File: src/tlie_pkg.sv
// package: register map, bit positions and constants of the irq enable block
package tlie_pkg;
	localparam int unsigned NUM_SRC = 17;
	localparam int unsigned ADDR_W  = 32;
	localparam int unsigned DATA_W  = 32;

	// register byte addresses
	localparam logic [31:0] ENABLE_SET_ADDR    = 32'hE000E100;
	localparam logic [31:0] ENABLE_CLEAR_ADDR  = 32'hE000E180;
	localparam logic [31:0] PENDING_SET_ADDR   = 32'hE000E200;
	localparam logic [31:0] PENDING_CLEAR_ADDR = 32'hE000E280;

	// reset values
	localparam logic [16:0] ENABLE_RESET  = 17'h00000;
	localparam logic [16:0] PENDING_RESET = 17'h00000;

	// source bit positions
	localparam int unsigned GENERAL_TIMER_ONE_BIT = 0;
	localparam int unsigned GENERAL_TIMER_TWO_BIT = 1;
	localparam int unsigned MANAGEMENT_SOURCE_BIT = 2;
	localparam int unsigned BASEBAND_SOURCE_BIT   = 3;
	localparam int unsigned SLEEP_TIMER_BIT       = 4;
	localparam int unsigned SERIAL_CTRL_ONE_BIT   = 5;
	localparam int unsigned SERIAL_CTRL_TWO_BIT   = 6;
	localparam int unsigned CRYPTO_SOURCE_BIT     = 7;
	localparam int unsigned RADIO_TIMER_BIT       = 8;
	localparam int unsigned RADIO_TRANSMIT_BIT    = 9;
	localparam int unsigned RADIO_RECEIVE_BIT     = 10;
	localparam int unsigned CONVERTER_SOURCE_BIT  = 11;
	localparam int unsigned EXT_LINE_A_BIT        = 12;
	localparam int unsigned EXT_LINE_B_BIT        = 13;
	localparam int unsigned EXT_LINE_C_BIT        = 14;
	localparam int unsigned EXT_LINE_D_BIT        = 15;
	localparam int unsigned DEBUG_SOURCE_BIT      = 16;

	// axi responses
	localparam logic [1:0] RESP_OKAY   = 2'h0;
	localparam logic [1:0] RESP_SLVERR = 2'h2;

	// decoded register strobe lanes
	localparam int unsigned SEL_ENA_SET   = 0;
	localparam int unsigned SEL_ENA_CLR   = 1;
	localparam int unsigned SEL_PEND_SET  = 2;
	localparam int unsigned SEL_PEND_CLR  = 3;
	localparam int unsigned NUM_SEL       = 4;
endpackage

File: src/tlie_wr_if.sv
// interface: register write strobes from the bus slave to the state core
`timescale 1ns/1ps
interface tlie_wr_if;
	logic [3:0]  sel;   // one-hot register selected by a taken write
	logic [16:0] data;  // implemented write data bits
	modport bus  (output sel, output data);
	modport core (input sel, input data);
endinterface

File: src/tlie_top.sv
// top: axi4-lite slave holding the top-level irq enable and pending state
//
// Behaviour
// writing 1 to an enable-set bit enables that source, others unchanged
// zeros written to enable-set leave enables unchanged
// writing 1 to an enable-clear bit disables that source, same mapping
// zeros written to enable-clear have no effect
// writing 1 to a pending-set bit forces that source pending
// zeros written to pending-set leave pending state unchanged
// bit 16 debug, 15..12 ext lines d..a, 11 converter, 10..8 radio
// bit 7 crypto, 6..5 serial 2/1, 4 sleep, 3 baseband, 2 mgmt, 1..0 timers
// after reset every enable and pending bit is zero
// writing 1 to a pending-clear bit removes pending, zeros ignored
// bits 31..17 read zero and ignore writes
// enable registers read enable vector; pending registers read pending
//
// Chosen here: register access over AXI4-Lite.
`timescale 1ns/1ps
module tlie_top (
	input  wire logic        core_clk,
	input  wire logic        srst,
	// axi4-lite write address
	input  wire logic [31:0] s_axi_awaddr,
	input  wire logic [2:0]  s_axi_awprot,
	input  wire logic        s_axi_awvalid,
	output logic             s_axi_awready,
	// axi4-lite write data
	input  wire logic [31:0] s_axi_wdata,
	input  wire logic [3:0]  s_axi_wstrb,
	input  wire logic        s_axi_wvalid,
	output logic             s_axi_wready,
	// axi4-lite write response
	output logic [1:0]       s_axi_bresp,
	output logic             s_axi_bvalid,
	input  wire logic        s_axi_bready,
	// axi4-lite read address
	input  wire logic [31:0] s_axi_araddr,
	input  wire logic [2:0]  s_axi_arprot,
	input  wire logic        s_axi_arvalid,
	output logic             s_axi_arready,
	// axi4-lite read data
	output logic [31:0]      s_axi_rdata,
	output logic [1:0]       s_axi_rresp,
	output logic             s_axi_rvalid,
	input  wire logic        s_axi_rready,
	// interrupt sources and core exception logic
	input  wire logic [16:0] src_req,
	input  wire logic [16:0] src_ack,
	output logic [16:0]      irq_enable,
	output logic [16:0]      irq_pending,
	output logic [16:0]      irq_to_core
);
	// write channel holding registers
	logic        aw_full_q;
	logic        aw_full_d;
	logic [31:0] aw_addr_q;
	logic [31:0] aw_addr_d;
	logic        w_full_q;
	logic        w_full_d;
	logic [31:0] w_data_q;
	logic [31:0] w_data_d;
	logic [3:0]  w_strb_q;
	logic [3:0]  w_strb_d;
	logic        bvalid_q;
	logic        bvalid_d;
	logic [1:0]  bresp_q;
	logic [1:0]  bresp_d;
	// read channel registers
	logic        rvalid_q;
	logic        rvalid_d;
	logic [31:0] rdata_q;
	logic [31:0] rdata_d;
	logic [1:0]  rresp_q;
	logic [1:0]  rresp_d;
	// state vectors from the core
	logic [16:0] enable_vec;
	logic [16:0] pending_vec;

	tlie_wr_if wr_bus ();

	// handshake readiness: one write and one read in flight
	assign s_axi_awready = ~aw_full_q & ~bvalid_q;
	assign s_axi_wready  = ~w_full_q & ~bvalid_q;
	assign s_axi_arready = ~rvalid_q;

	wire aw_take = s_axi_awvalid & s_axi_awready;
	wire w_take  = s_axi_wvalid & s_axi_wready;
	wire ar_take = s_axi_arvalid & s_axi_arready;

	// merged address and data of the write being committed
	wire        aw_have  = aw_full_q | aw_take;
	wire        w_have   = w_full_q | w_take;
	wire [31:0] cur_addr = aw_full_q ? aw_addr_q : s_axi_awaddr;
	wire [31:0] cur_data = w_full_q ? w_data_q : s_axi_wdata;
	wire [3:0]  cur_strb = w_full_q ? w_strb_q : s_axi_wstrb;
	wire        wr_fire  = aw_have & w_have & ~bvalid_q;

	// write address decode
	wire wa_es = cur_addr == tlie_pkg::ENABLE_SET_ADDR;
	wire wa_ec = cur_addr == tlie_pkg::ENABLE_CLEAR_ADDR;
	wire wa_ps = cur_addr == tlie_pkg::PENDING_SET_ADDR;
	wire wa_pc = cur_addr == tlie_pkg::PENDING_CLEAR_ADDR;
	wire wa_hit = wa_es | wa_ec | wa_ps | wa_pc;

	// byte lanes gate the 17 implemented bits; upper bits dropped
	wire [16:0] lane_mask = {cur_strb[2], {8{cur_strb[1]}},
		{8{cur_strb[0]}}};
	assign wr_bus.data = cur_data[16:0] & lane_mask;
	assign wr_bus.sel  = {4{wr_fire}} & {wa_pc, wa_ps, wa_ec, wa_es};

	// write channel next state
	always_comb begin
		aw_full_d = aw_full_q;
		aw_addr_d = aw_addr_q;
		w_full_d  = w_full_q;
		w_data_d  = w_data_q;
		w_strb_d  = w_strb_q;
		bvalid_d  = bvalid_q;
		bresp_d   = bresp_q;
		if (aw_take) begin
			aw_full_d = 1'b1;
			aw_addr_d = s_axi_awaddr;
		end
		if (w_take) begin
			w_full_d = 1'b1;
			w_data_d = s_axi_wdata;
			w_strb_d = s_axi_wstrb;
		end
		if (wr_fire) begin
			aw_full_d = 1'b0;
			w_full_d  = 1'b0;
			bvalid_d  = 1'b1;
			bresp_d   = wa_hit ? tlie_pkg::RESP_OKAY : tlie_pkg::RESP_SLVERR;
		end else if (bvalid_q & s_axi_bready) begin
			bvalid_d = 1'b0;
		end
	end

	// read decode: both enable registers show the enable vector
	wire ra_en   = (s_axi_araddr == tlie_pkg::ENABLE_SET_ADDR)
		| (s_axi_araddr == tlie_pkg::ENABLE_CLEAR_ADDR);
	wire ra_pend = (s_axi_araddr == tlie_pkg::PENDING_SET_ADDR)
		| (s_axi_araddr == tlie_pkg::PENDING_CLEAR_ADDR);
	wire [16:0] rd_vec = ra_en ? enable_vec
		: (ra_pend ? pending_vec : 17'h00000);

	// read channel next state
	always_comb begin
		rvalid_d = rvalid_q;
		rdata_d  = rdata_q;
		rresp_d  = rresp_q;
		if (ar_take) begin
			rvalid_d = 1'b1;
			rdata_d  = {15'h0000, rd_vec};
			rresp_d  = (ra_en | ra_pend) ? tlie_pkg::RESP_OKAY
				: tlie_pkg::RESP_SLVERR;
		end else if (rvalid_q & s_axi_rready) begin
			rvalid_d = 1'b0;
		end
	end

	// bus slave registers
	always_ff @(posedge core_clk) begin
		if (srst) begin
			aw_full_q <= 1'b0;
			aw_addr_q <= 32'h00000000;
			w_full_q  <= 1'b0;
			w_data_q  <= 32'h00000000;
			w_strb_q  <= 4'h0;
			bvalid_q  <= 1'b0;
			bresp_q   <= 2'h0;
			rvalid_q  <= 1'b0;
			rdata_q   <= 32'h00000000;
			rresp_q   <= 2'h0;
		end else begin
			aw_full_q <= aw_full_d;
			aw_addr_q <= aw_addr_d;
			w_full_q  <= w_full_d;
			w_data_q  <= w_data_d;
			w_strb_q  <= w_strb_d;
			bvalid_q  <= bvalid_d;
			bresp_q   <= bresp_d;
			rvalid_q  <= rvalid_d;
			rdata_q   <= rdata_d;
			rresp_q   <= rresp_d;
		end
	end

	// enable and pending state; bit map fixed by the package positions
	tlie_state_core u_core (
		.core_clk  (core_clk),
		.srst      (srst),
		.wr        (wr_bus),
		.src_req   (src_req),
		.src_ack   (src_ack),
		.enable_q  (enable_vec),
		.pending_q (pending_vec)
	);

	// outputs to the bus and the core
	assign s_axi_bvalid = bvalid_q;
	assign s_axi_bresp  = bresp_q;
	assign s_axi_rvalid = rvalid_q;
	assign s_axi_rdata  = rdata_q;
	assign s_axi_rresp  = rresp_q;
	assign irq_enable   = enable_vec;
	assign irq_pending  = pending_vec;
	assign irq_to_core  = enable_vec & pending_vec;
endmodule

File: src/tlie_state_core.sv
// module: enable and pending state flops with set/clear per source
`timescale 1ns/1ps
module tlie_state_core (
	input  wire logic        core_clk,
	input  wire logic        srst,
	tlie_wr_if.core          wr,
	input  wire logic [16:0] src_req,
	input  wire logic [16:0] src_ack,
	output logic      [16:0] enable_q,
	output logic      [16:0] pending_q
);
	genvar i;
	// per-source enable and pending bit, set winning over clear
	generate
		for (i = 0; i < tlie_pkg::NUM_SRC; i++) begin : g_src
			wire ena_set  = wr.sel[tlie_pkg::SEL_ENA_SET] & wr.data[i];
			wire ena_clr  = wr.sel[tlie_pkg::SEL_ENA_CLR] & wr.data[i];
			wire pend_set = (wr.sel[tlie_pkg::SEL_PEND_SET] & wr.data[i])
				| src_req[i];
			wire pend_clr = (wr.sel[tlie_pkg::SEL_PEND_CLR] & wr.data[i])
				| src_ack[i];
			wire ena_d  = ena_set | (enable_q[i] & ~ena_clr);
			wire pend_d = pend_set | (pending_q[i] & ~pend_clr);
			always_ff @(posedge core_clk) begin
				if (srst) begin
					enable_q[i]  <= tlie_pkg::ENABLE_RESET[i];
					pending_q[i] <= tlie_pkg::PENDING_RESET[i];
				end else begin
					enable_q[i]  <= ena_d;
					pending_q[i] <= pend_d;
				end
			end
		end
	endgenerate
endmodule

File: config.mk
export PLATFORM = sky130hd
export DESIGN_NAME = tlie_top
export DESIGN_NICKNAME = d
export VERILOG_FILES = /design/src/tlie_pkg.sv /design/src/tlie_wr_if.sv /design/src/tlie_top.sv /design/src/tlie_state_core.sv
export SDC_FILE = /design/constraint.sdc
export NUM_CORES = 1
export LEC_CHECK = 0
export BUFFER_PORTS_ARGS = -buffer_cell sky130_fd_sc_hd__buf_2
export CAP_MARGIN = 20
export CORE_ASPECT_RATIO = 2
export CORE_MARGIN = 2
export CORE_UTILIZATION = 47
export DETAILED_ROUTE_END_ITERATION = 7
export GPL_TIMING_DRIVEN = 0
export HOLD_SLACK_MARGIN = 0.02
export PLACE_DENSITY = 0.78
export SETUP_SLACK_MARGIN = 0.05
export SLEW_MARGIN = 30
export SYNTH_ARGS = -nofsm -noshare
export SYNTH_HDL_FRONTEND = slang
export SYNTH_SLANG_ARGS = --single-unit
File: constraint.sdc
create_clock -name core_clk -period 2.7 [get_ports core_clk]
set_input_delay 0.54 -clock core_clk [delete_from_list [all_inputs] [get_ports core_clk]]
set_output_delay 0.54 -clock core_clk [all_outputs]
set_load 0.02 [all_outputs]
==> results.txt, run 1 <==
Final Routed Wirelength: 16.3 mm
clk root buf: clkbuf_16
Reg clk slew, reported paths: 0.07 ns
layout cells sized above 1: 29.4%
worst hold slack: 0.417 ns
Final TNS setup: 0 ns
die height: 151 um
sequential share of the synthesized area: 42.8%
critical path type: reg2reg
startpoint types: register
grt ovf: 0
post-route ant nets: 0
TritonCTS clock tree: built
maximum clock path buffer count: 2
final hold vios: 0
cts bufs inserted: 9
# DRC: 0
Post-synth ARST share: 0%
max_slew headroom: 61.6%
DR iter-0 viols: 308
gpl congestion: 0.867
Worst Tran Pin Value: 0.576 ns
# IOs: 239
Clock Latency Late Sink: 0.35 ns
Crit path required time: 2.92 ns
synthesized area: 0.00510 mm^2
Max rail drop VDD: 592 uV
Num Clock Sinks: 109
hpwl dp: 13.3 mm
final net count: 990
All-Layer GR Usage: 27.2%
Tcrit/Tclk final: 93.7%
YS warnings: 0
delay-heaviest family, CP: simple AND/OR/NAND/NOR gates
via count: 5477
HP Class: in2reg
RSZ-0062 raised after global routing: yes
placed instance area: 0.00633 mm^2
WL per Instance: 16.5 um
post-route cell area: 0.00665 mm^2
leading post-synthesis cells by cell area: dfxtp_1 (43%), nand2_1 (10%), a21oi_1 (5.6%)
die footprint: 0.0118 mm^2
critical path cell sequence: buf_6, or4_1, a211o_1, nand4bb_1, clkbuf_2, buf_2, o31ai_1, o211ai_1
# setup viols final: 0
area share of the largest cell type after synthesis: 42.8%
FP Rows: 53
Total Power: 3.74 mW
Initial Util: 48.4%
final core utilization: 63.1%
initial antenna violation count: 2
skew final: 0.00911 ns
status: completed
area growth from synthesis to layout: 30.4%
cell taking the most area after synthesis: dfxtp_1
Period minus WS final: 2.53 ns
Setup WS post-layout: 0.170 ns
Synth Flop Type: dfxtp_1
Cells after Synth: 618
vias in the first global route: 5237
FMAX: 0.395 GHz
Placeable Area: 0.0105 mm^2
Synth Register Bits: 109
dpl ws: -0.0920 ns
placed cell count: 969
chip width: 77.7 um
crit path DAT: 2.75 ns
DR vias/cell: 5.55
post-synthesis cell type count: 52
max cap viols: 0
Crit Path Max Fanout: 10
router iterations before antenna repair: 5
Post-synth EDFFs: 0
H-tree levels: 3
port buffer count: 198
first-pass GRT wire length: 25.3 mm
P_leak: 2.87 nW
Buf/Inv on CP: 3
Crit. End Element: register
largest net degree at the start of global routing: 17
slowest CP cell: or4_1
Worst path max stage delay: 0.54 ns
PwrDens: 562 mW/mm^2
fin cells: 987
Max Slew Vio Count: 0
Avg Inst Size Synth: 8.26 um^2
worst paths after layout:
check	startpoint	end	slack [ns]	depth (start not counted)
setup / recovery	aw_full_q$_SDFFE_PP0P_	u_core.pending_q[13]$_SDFF_PP0_	0.17	8
hold / removal	src_req[12]	u_core.pending_q[12]$_SDFF_PP0_	0.42	3
setup reg to reg	aw_full_q$_SDFFE_PP0P_	u_core.pending_q[13]$_SDFF_PP0_	0.17	8
hold reg to reg	w_strb_q[0]$_SDFFE_PP0P_	w_strb_q[0]$_SDFFE_PP0P_	0.46	2
cells by family after synthesis:
kind of cell / count (synthesis) / synth area share [%]
flops: 109 / 42.8
compound gates: 184 / 24.7
simple gates: 252 / 24.8
xor+xnor: 2 / 0.343
other cells: 1 / 0.0735
mux: 1 / 0.196
buf+inv: 69 / 7.11
placed cells by master (no fill, tap or decap), drive strengths merged, types with 18 or more instances in the layout:
cell,Yosys,routed
a22oi,26,26
clkbuf,35,48
dfxtp,109,109
and2,20,20
nor2,34,34
buf,31,229
o21ai,18,18
nand2,137,137
a21oi,57,57
tightest hold or removal path: cells and delay by family:
family / cells / cell delay [ns]
AOI/OAI and AO/OA: 1 / 0.08
buffers and inverters: 1 / 0.07
and+or+nand+nor: 1 / 0.05
area by class of cell:
class                      instances  area, um^2
sequential                       109        2180
timing repair buffer             198         991
clock inverter                     3        42.5
antenna                            2        5.00
clock buffer                      13         270
inverter                           3        11.3
tap                              137         171
multi-input combinational        456        2630
buffer                            66         354
fill                             952        3890
registers in the layout, indices dropped and copies added (netlist names), 3 cells and up:
signal / count
s_axi_rdata: 17
w_data_q: 17
u_core.enable_q: 17
aw_addr_q: 32
w_strb_q: 3
u_core.pending_q: 17
metal layers:
layer	track usage, %	part of all wire, %	vias to the layer above
li1	-	-	2648
met2	55.9	58	245
met1	24.1	32	2545
met4	13.1	3.2	0
met3	5.48	6.6	39
met5	0	0	-
synthesized netlist by cell type (3+ instances only):
master	count
nor4_1	6
o21ai_1	17
o311ai_1	17
clkbuf_1	35
nor2b_1	4
nor2_1	34
nor4b_1	3
buf_6	3
a22oi_1	26
a21oi_1	57
a22o_1	17
nand2_1	136
buf_1	7
and2_1	20
nand4_1	4
nor3b_1	17
or4_1	4
a32oi_1	4
o31ai_1	17
o211ai_1	17
a31oi_1	5
buf_4	18
nor3_1	5
dfxtp_1	109
power by group:
part           internal (mW)  switching, mW  total, mW
sequential              1.69         0.0580       1.75
combinational          0.233          0.371      0.603
clock                  0.795          0.590       1.38
timing repair:
action / 4_1_cts / 5_1_grt
hold buffers: 0 / 0
setup endpoints to repair: 0 / 15
resized for setup: 0 / 5
setup buffers: 0 / 0
(Power assumes the default switching activity.)
==> inputs of run 2 (changes only) <==
--- a/config.mk
+++ b/config.mk
@@ -14,6 +14,7 @@
 export GPL_TIMING_DRIVEN = 0
 export HOLD_SLACK_MARGIN = 0.02
 export PLACE_DENSITY = 0.78
+export REMOVE_ABC_BUFFERS = 1
 export SETUP_SLACK_MARGIN = 0.05
 export SLEW_MARGIN = 30
 export SYNTH_ARGS = -nofsm -noshare
==> run 2 against run 1 <==
Critical path depth is 3 lower. Core utilization is 2.9 points lower. Routed wire length is 8.7% lower. Sequential power hardly changed. Largest cell class unchanged.
==> results.txt, run 2 (same netlist as run 1, synthesis figures left out) <==
die height: 151 um
Reg clk slew, reported paths: 0.08 ns
max cap viols: 0
# hold bufs at CTS: 0
maximum clock path buffer count: 2
critical path type: reg2reg
via count: 5197
fin cells: 925
Max Slew Vio Count: 0
status: completed
RSZ-0062 raised after global routing: no
# IOs: 239
Most flops, register: aw_addr_q
Worst path max stage delay: 0.48 ns
area growth from synthesis to layout: 24.4%
final hold vios: 0
Switching Fraction: 28.8%
max reg flops: 32
Crit. End Element: register
All-Layer GR Usage: 25.1%
DR iter-0 viols: 290
placed cell count: 904
max_slew headroom: 41.6%
slowest CP cell: dfxtp_4
# setup viols final: 0
part of the power in registers: 49.6%
Total Power: 3.56 mW
NetSw: 1.03 mW
die footprint: 0.0118 mm^2
Placeable Area: 0.0105 mm^2
Max rail drop VDD: 431 uV
Crit path required time: 2.92 ns
Setup WS post-layout: 0.312 ns
router iterations before antenna repair: 5
gpl congestion: 0.808
Crit Path Max Fanout: 18
Comb power frac: 14.9%
placed instance area: 0.00601 mm^2
internal power: 2.54 mW
layout cells sized above 1: 29.9%
vias in the first global route: 4992
commonest non-fill, non-tap cells in the layout: buf_2 (197), nand2_1 (135), dfxtp_1 (108)
clk root buf: clkbuf_16
H-tree levels: 3
HP Class: in2reg
largest net degree at the start of global routing: 48
chip width: 77.7 um
Tcrit/Tclk final: 88.4%
Final Routed Wirelength: 14.9 mm
FP Rows: 53
clock share of power: 35.5%
skew final: 0.0142 ns
PwrDens: 562 mW/mm^2
Period minus WS final: 2.39 ns
Initial Util: 48.4%
startpoint types: register
port buffer count: 198
DR vias/cell: 5.62
most common cell after layout, fill and taps aside: buf_2
critical path cell sequence: or4b_1, a211o_1, nand4bb_4, o31ai_1, o211ai_1
TritonCTS clock tree: built
Num Clock Sinks: 109
dpl ws: -0.592 ns
# DRC: 0
Clock Latency Late Sink: 0.36 ns
first-pass GRT wire length: 23.6 mm
FMAX: 0.419 GHz
post-route cell area: 0.00635 mm^2
final net count: 927
initial antenna violation count: 3
post-route ant nets: 0
grt ovf: 0
hpwl dp: 11.4 mm
Worst Tran Pin Value: 0.872 ns
WL per Instance: 16.1 um
cts bufs inserted: 9
P_leak: 2.72 nW
crit path DAT: 2.60 ns
==> run 2: final cells by class <==
cell class,count,area [um^2]
fill,981,4200
multi-input combinational,456,2660
sequential,109,2190
timing repair buffer,201,1030
clock buffer,10,229
tap,137,171
clock inverter,6,53.8
inverter,3,12.5
antenna,3,7.51
==> run 2: path summary, 6_finish.rpt <==
path                                  from                              end  slack [ns]  cells after the start
hold reg to reg   w_strb_q[0]$_SDFFE_PP0P_         w_strb_q[0]$_SDFFE_PP0P_        0.45                      2
hold / removal                 src_req[16]  u_core.pending_q[16]$_SDFF_PP0_        0.41                      3
setup / recovery    aw_full_q$_SDFFE_PP0P_  u_core.pending_q[11]$_SDFF_PP0_        0.31                      5
setup reg to reg    aw_full_q$_SDFFE_PP0P_  u_core.pending_q[11]$_SDFF_PP0_        0.31                      5
==> run 2: per-stage QoR <==
| stage | setup TNS (ns) | hold slack [ns] | util [%] |
|---|---|---|---|
| after global placement | -61.84 | 0.437 | 56.7 |
| final | 0 | 0.407 | 60.2 |
| after floorplan | 0 | 0.425 | - |
| after CTS | 0 | 0.405 | 60.0 |
| after global routing | 0 | 0.410 | 60.2 |
| after detailed placement | -19.80 | 0.443 | 57.0 |
==> run 2: worst max-delay path: cells and delay by family (launching register included) <==
| kind | cells | cell delay (ns) |
|---|---|---|
| AND/OR/NAND/NOR | 2 | 0.90 |
| flip-flops | 1 | 0.48 |
| AO/OA/AOI/OAI | 3 | 0.87 |
==> run 2: metal layers <==
metal	wire [um]	track usage, %	share of wire (%)	vias to the layer above
met4	394	12.0	2.6	0
li1	-	-	-	2532
met3	942	4.53	6.3	23
met1	5100	24.9	34	2417
met2	8460	49.1	57	225
met5	0	0	0	-
==> run 2: power groups by stage <==
stage               sequential, mW  clock [mW]  combinational, mW
floorplan                     1.81           0              0.273
global placement              1.80           0              0.506
detailed placement            1.80           0              0.527
CTS                           1.77        1.29              0.532
global route                  1.78        1.36              0.591
finish                        1.77        1.27              0.533
==> run 2: repair_timing <==
item | CTS | global route
setup endpoints to repair | 52 | 8
hold endpoints to repair | 0 | 0
setup buffers | 2 | 0
pin swaps | 1 | 0
gates resized for setup | 5 | 2
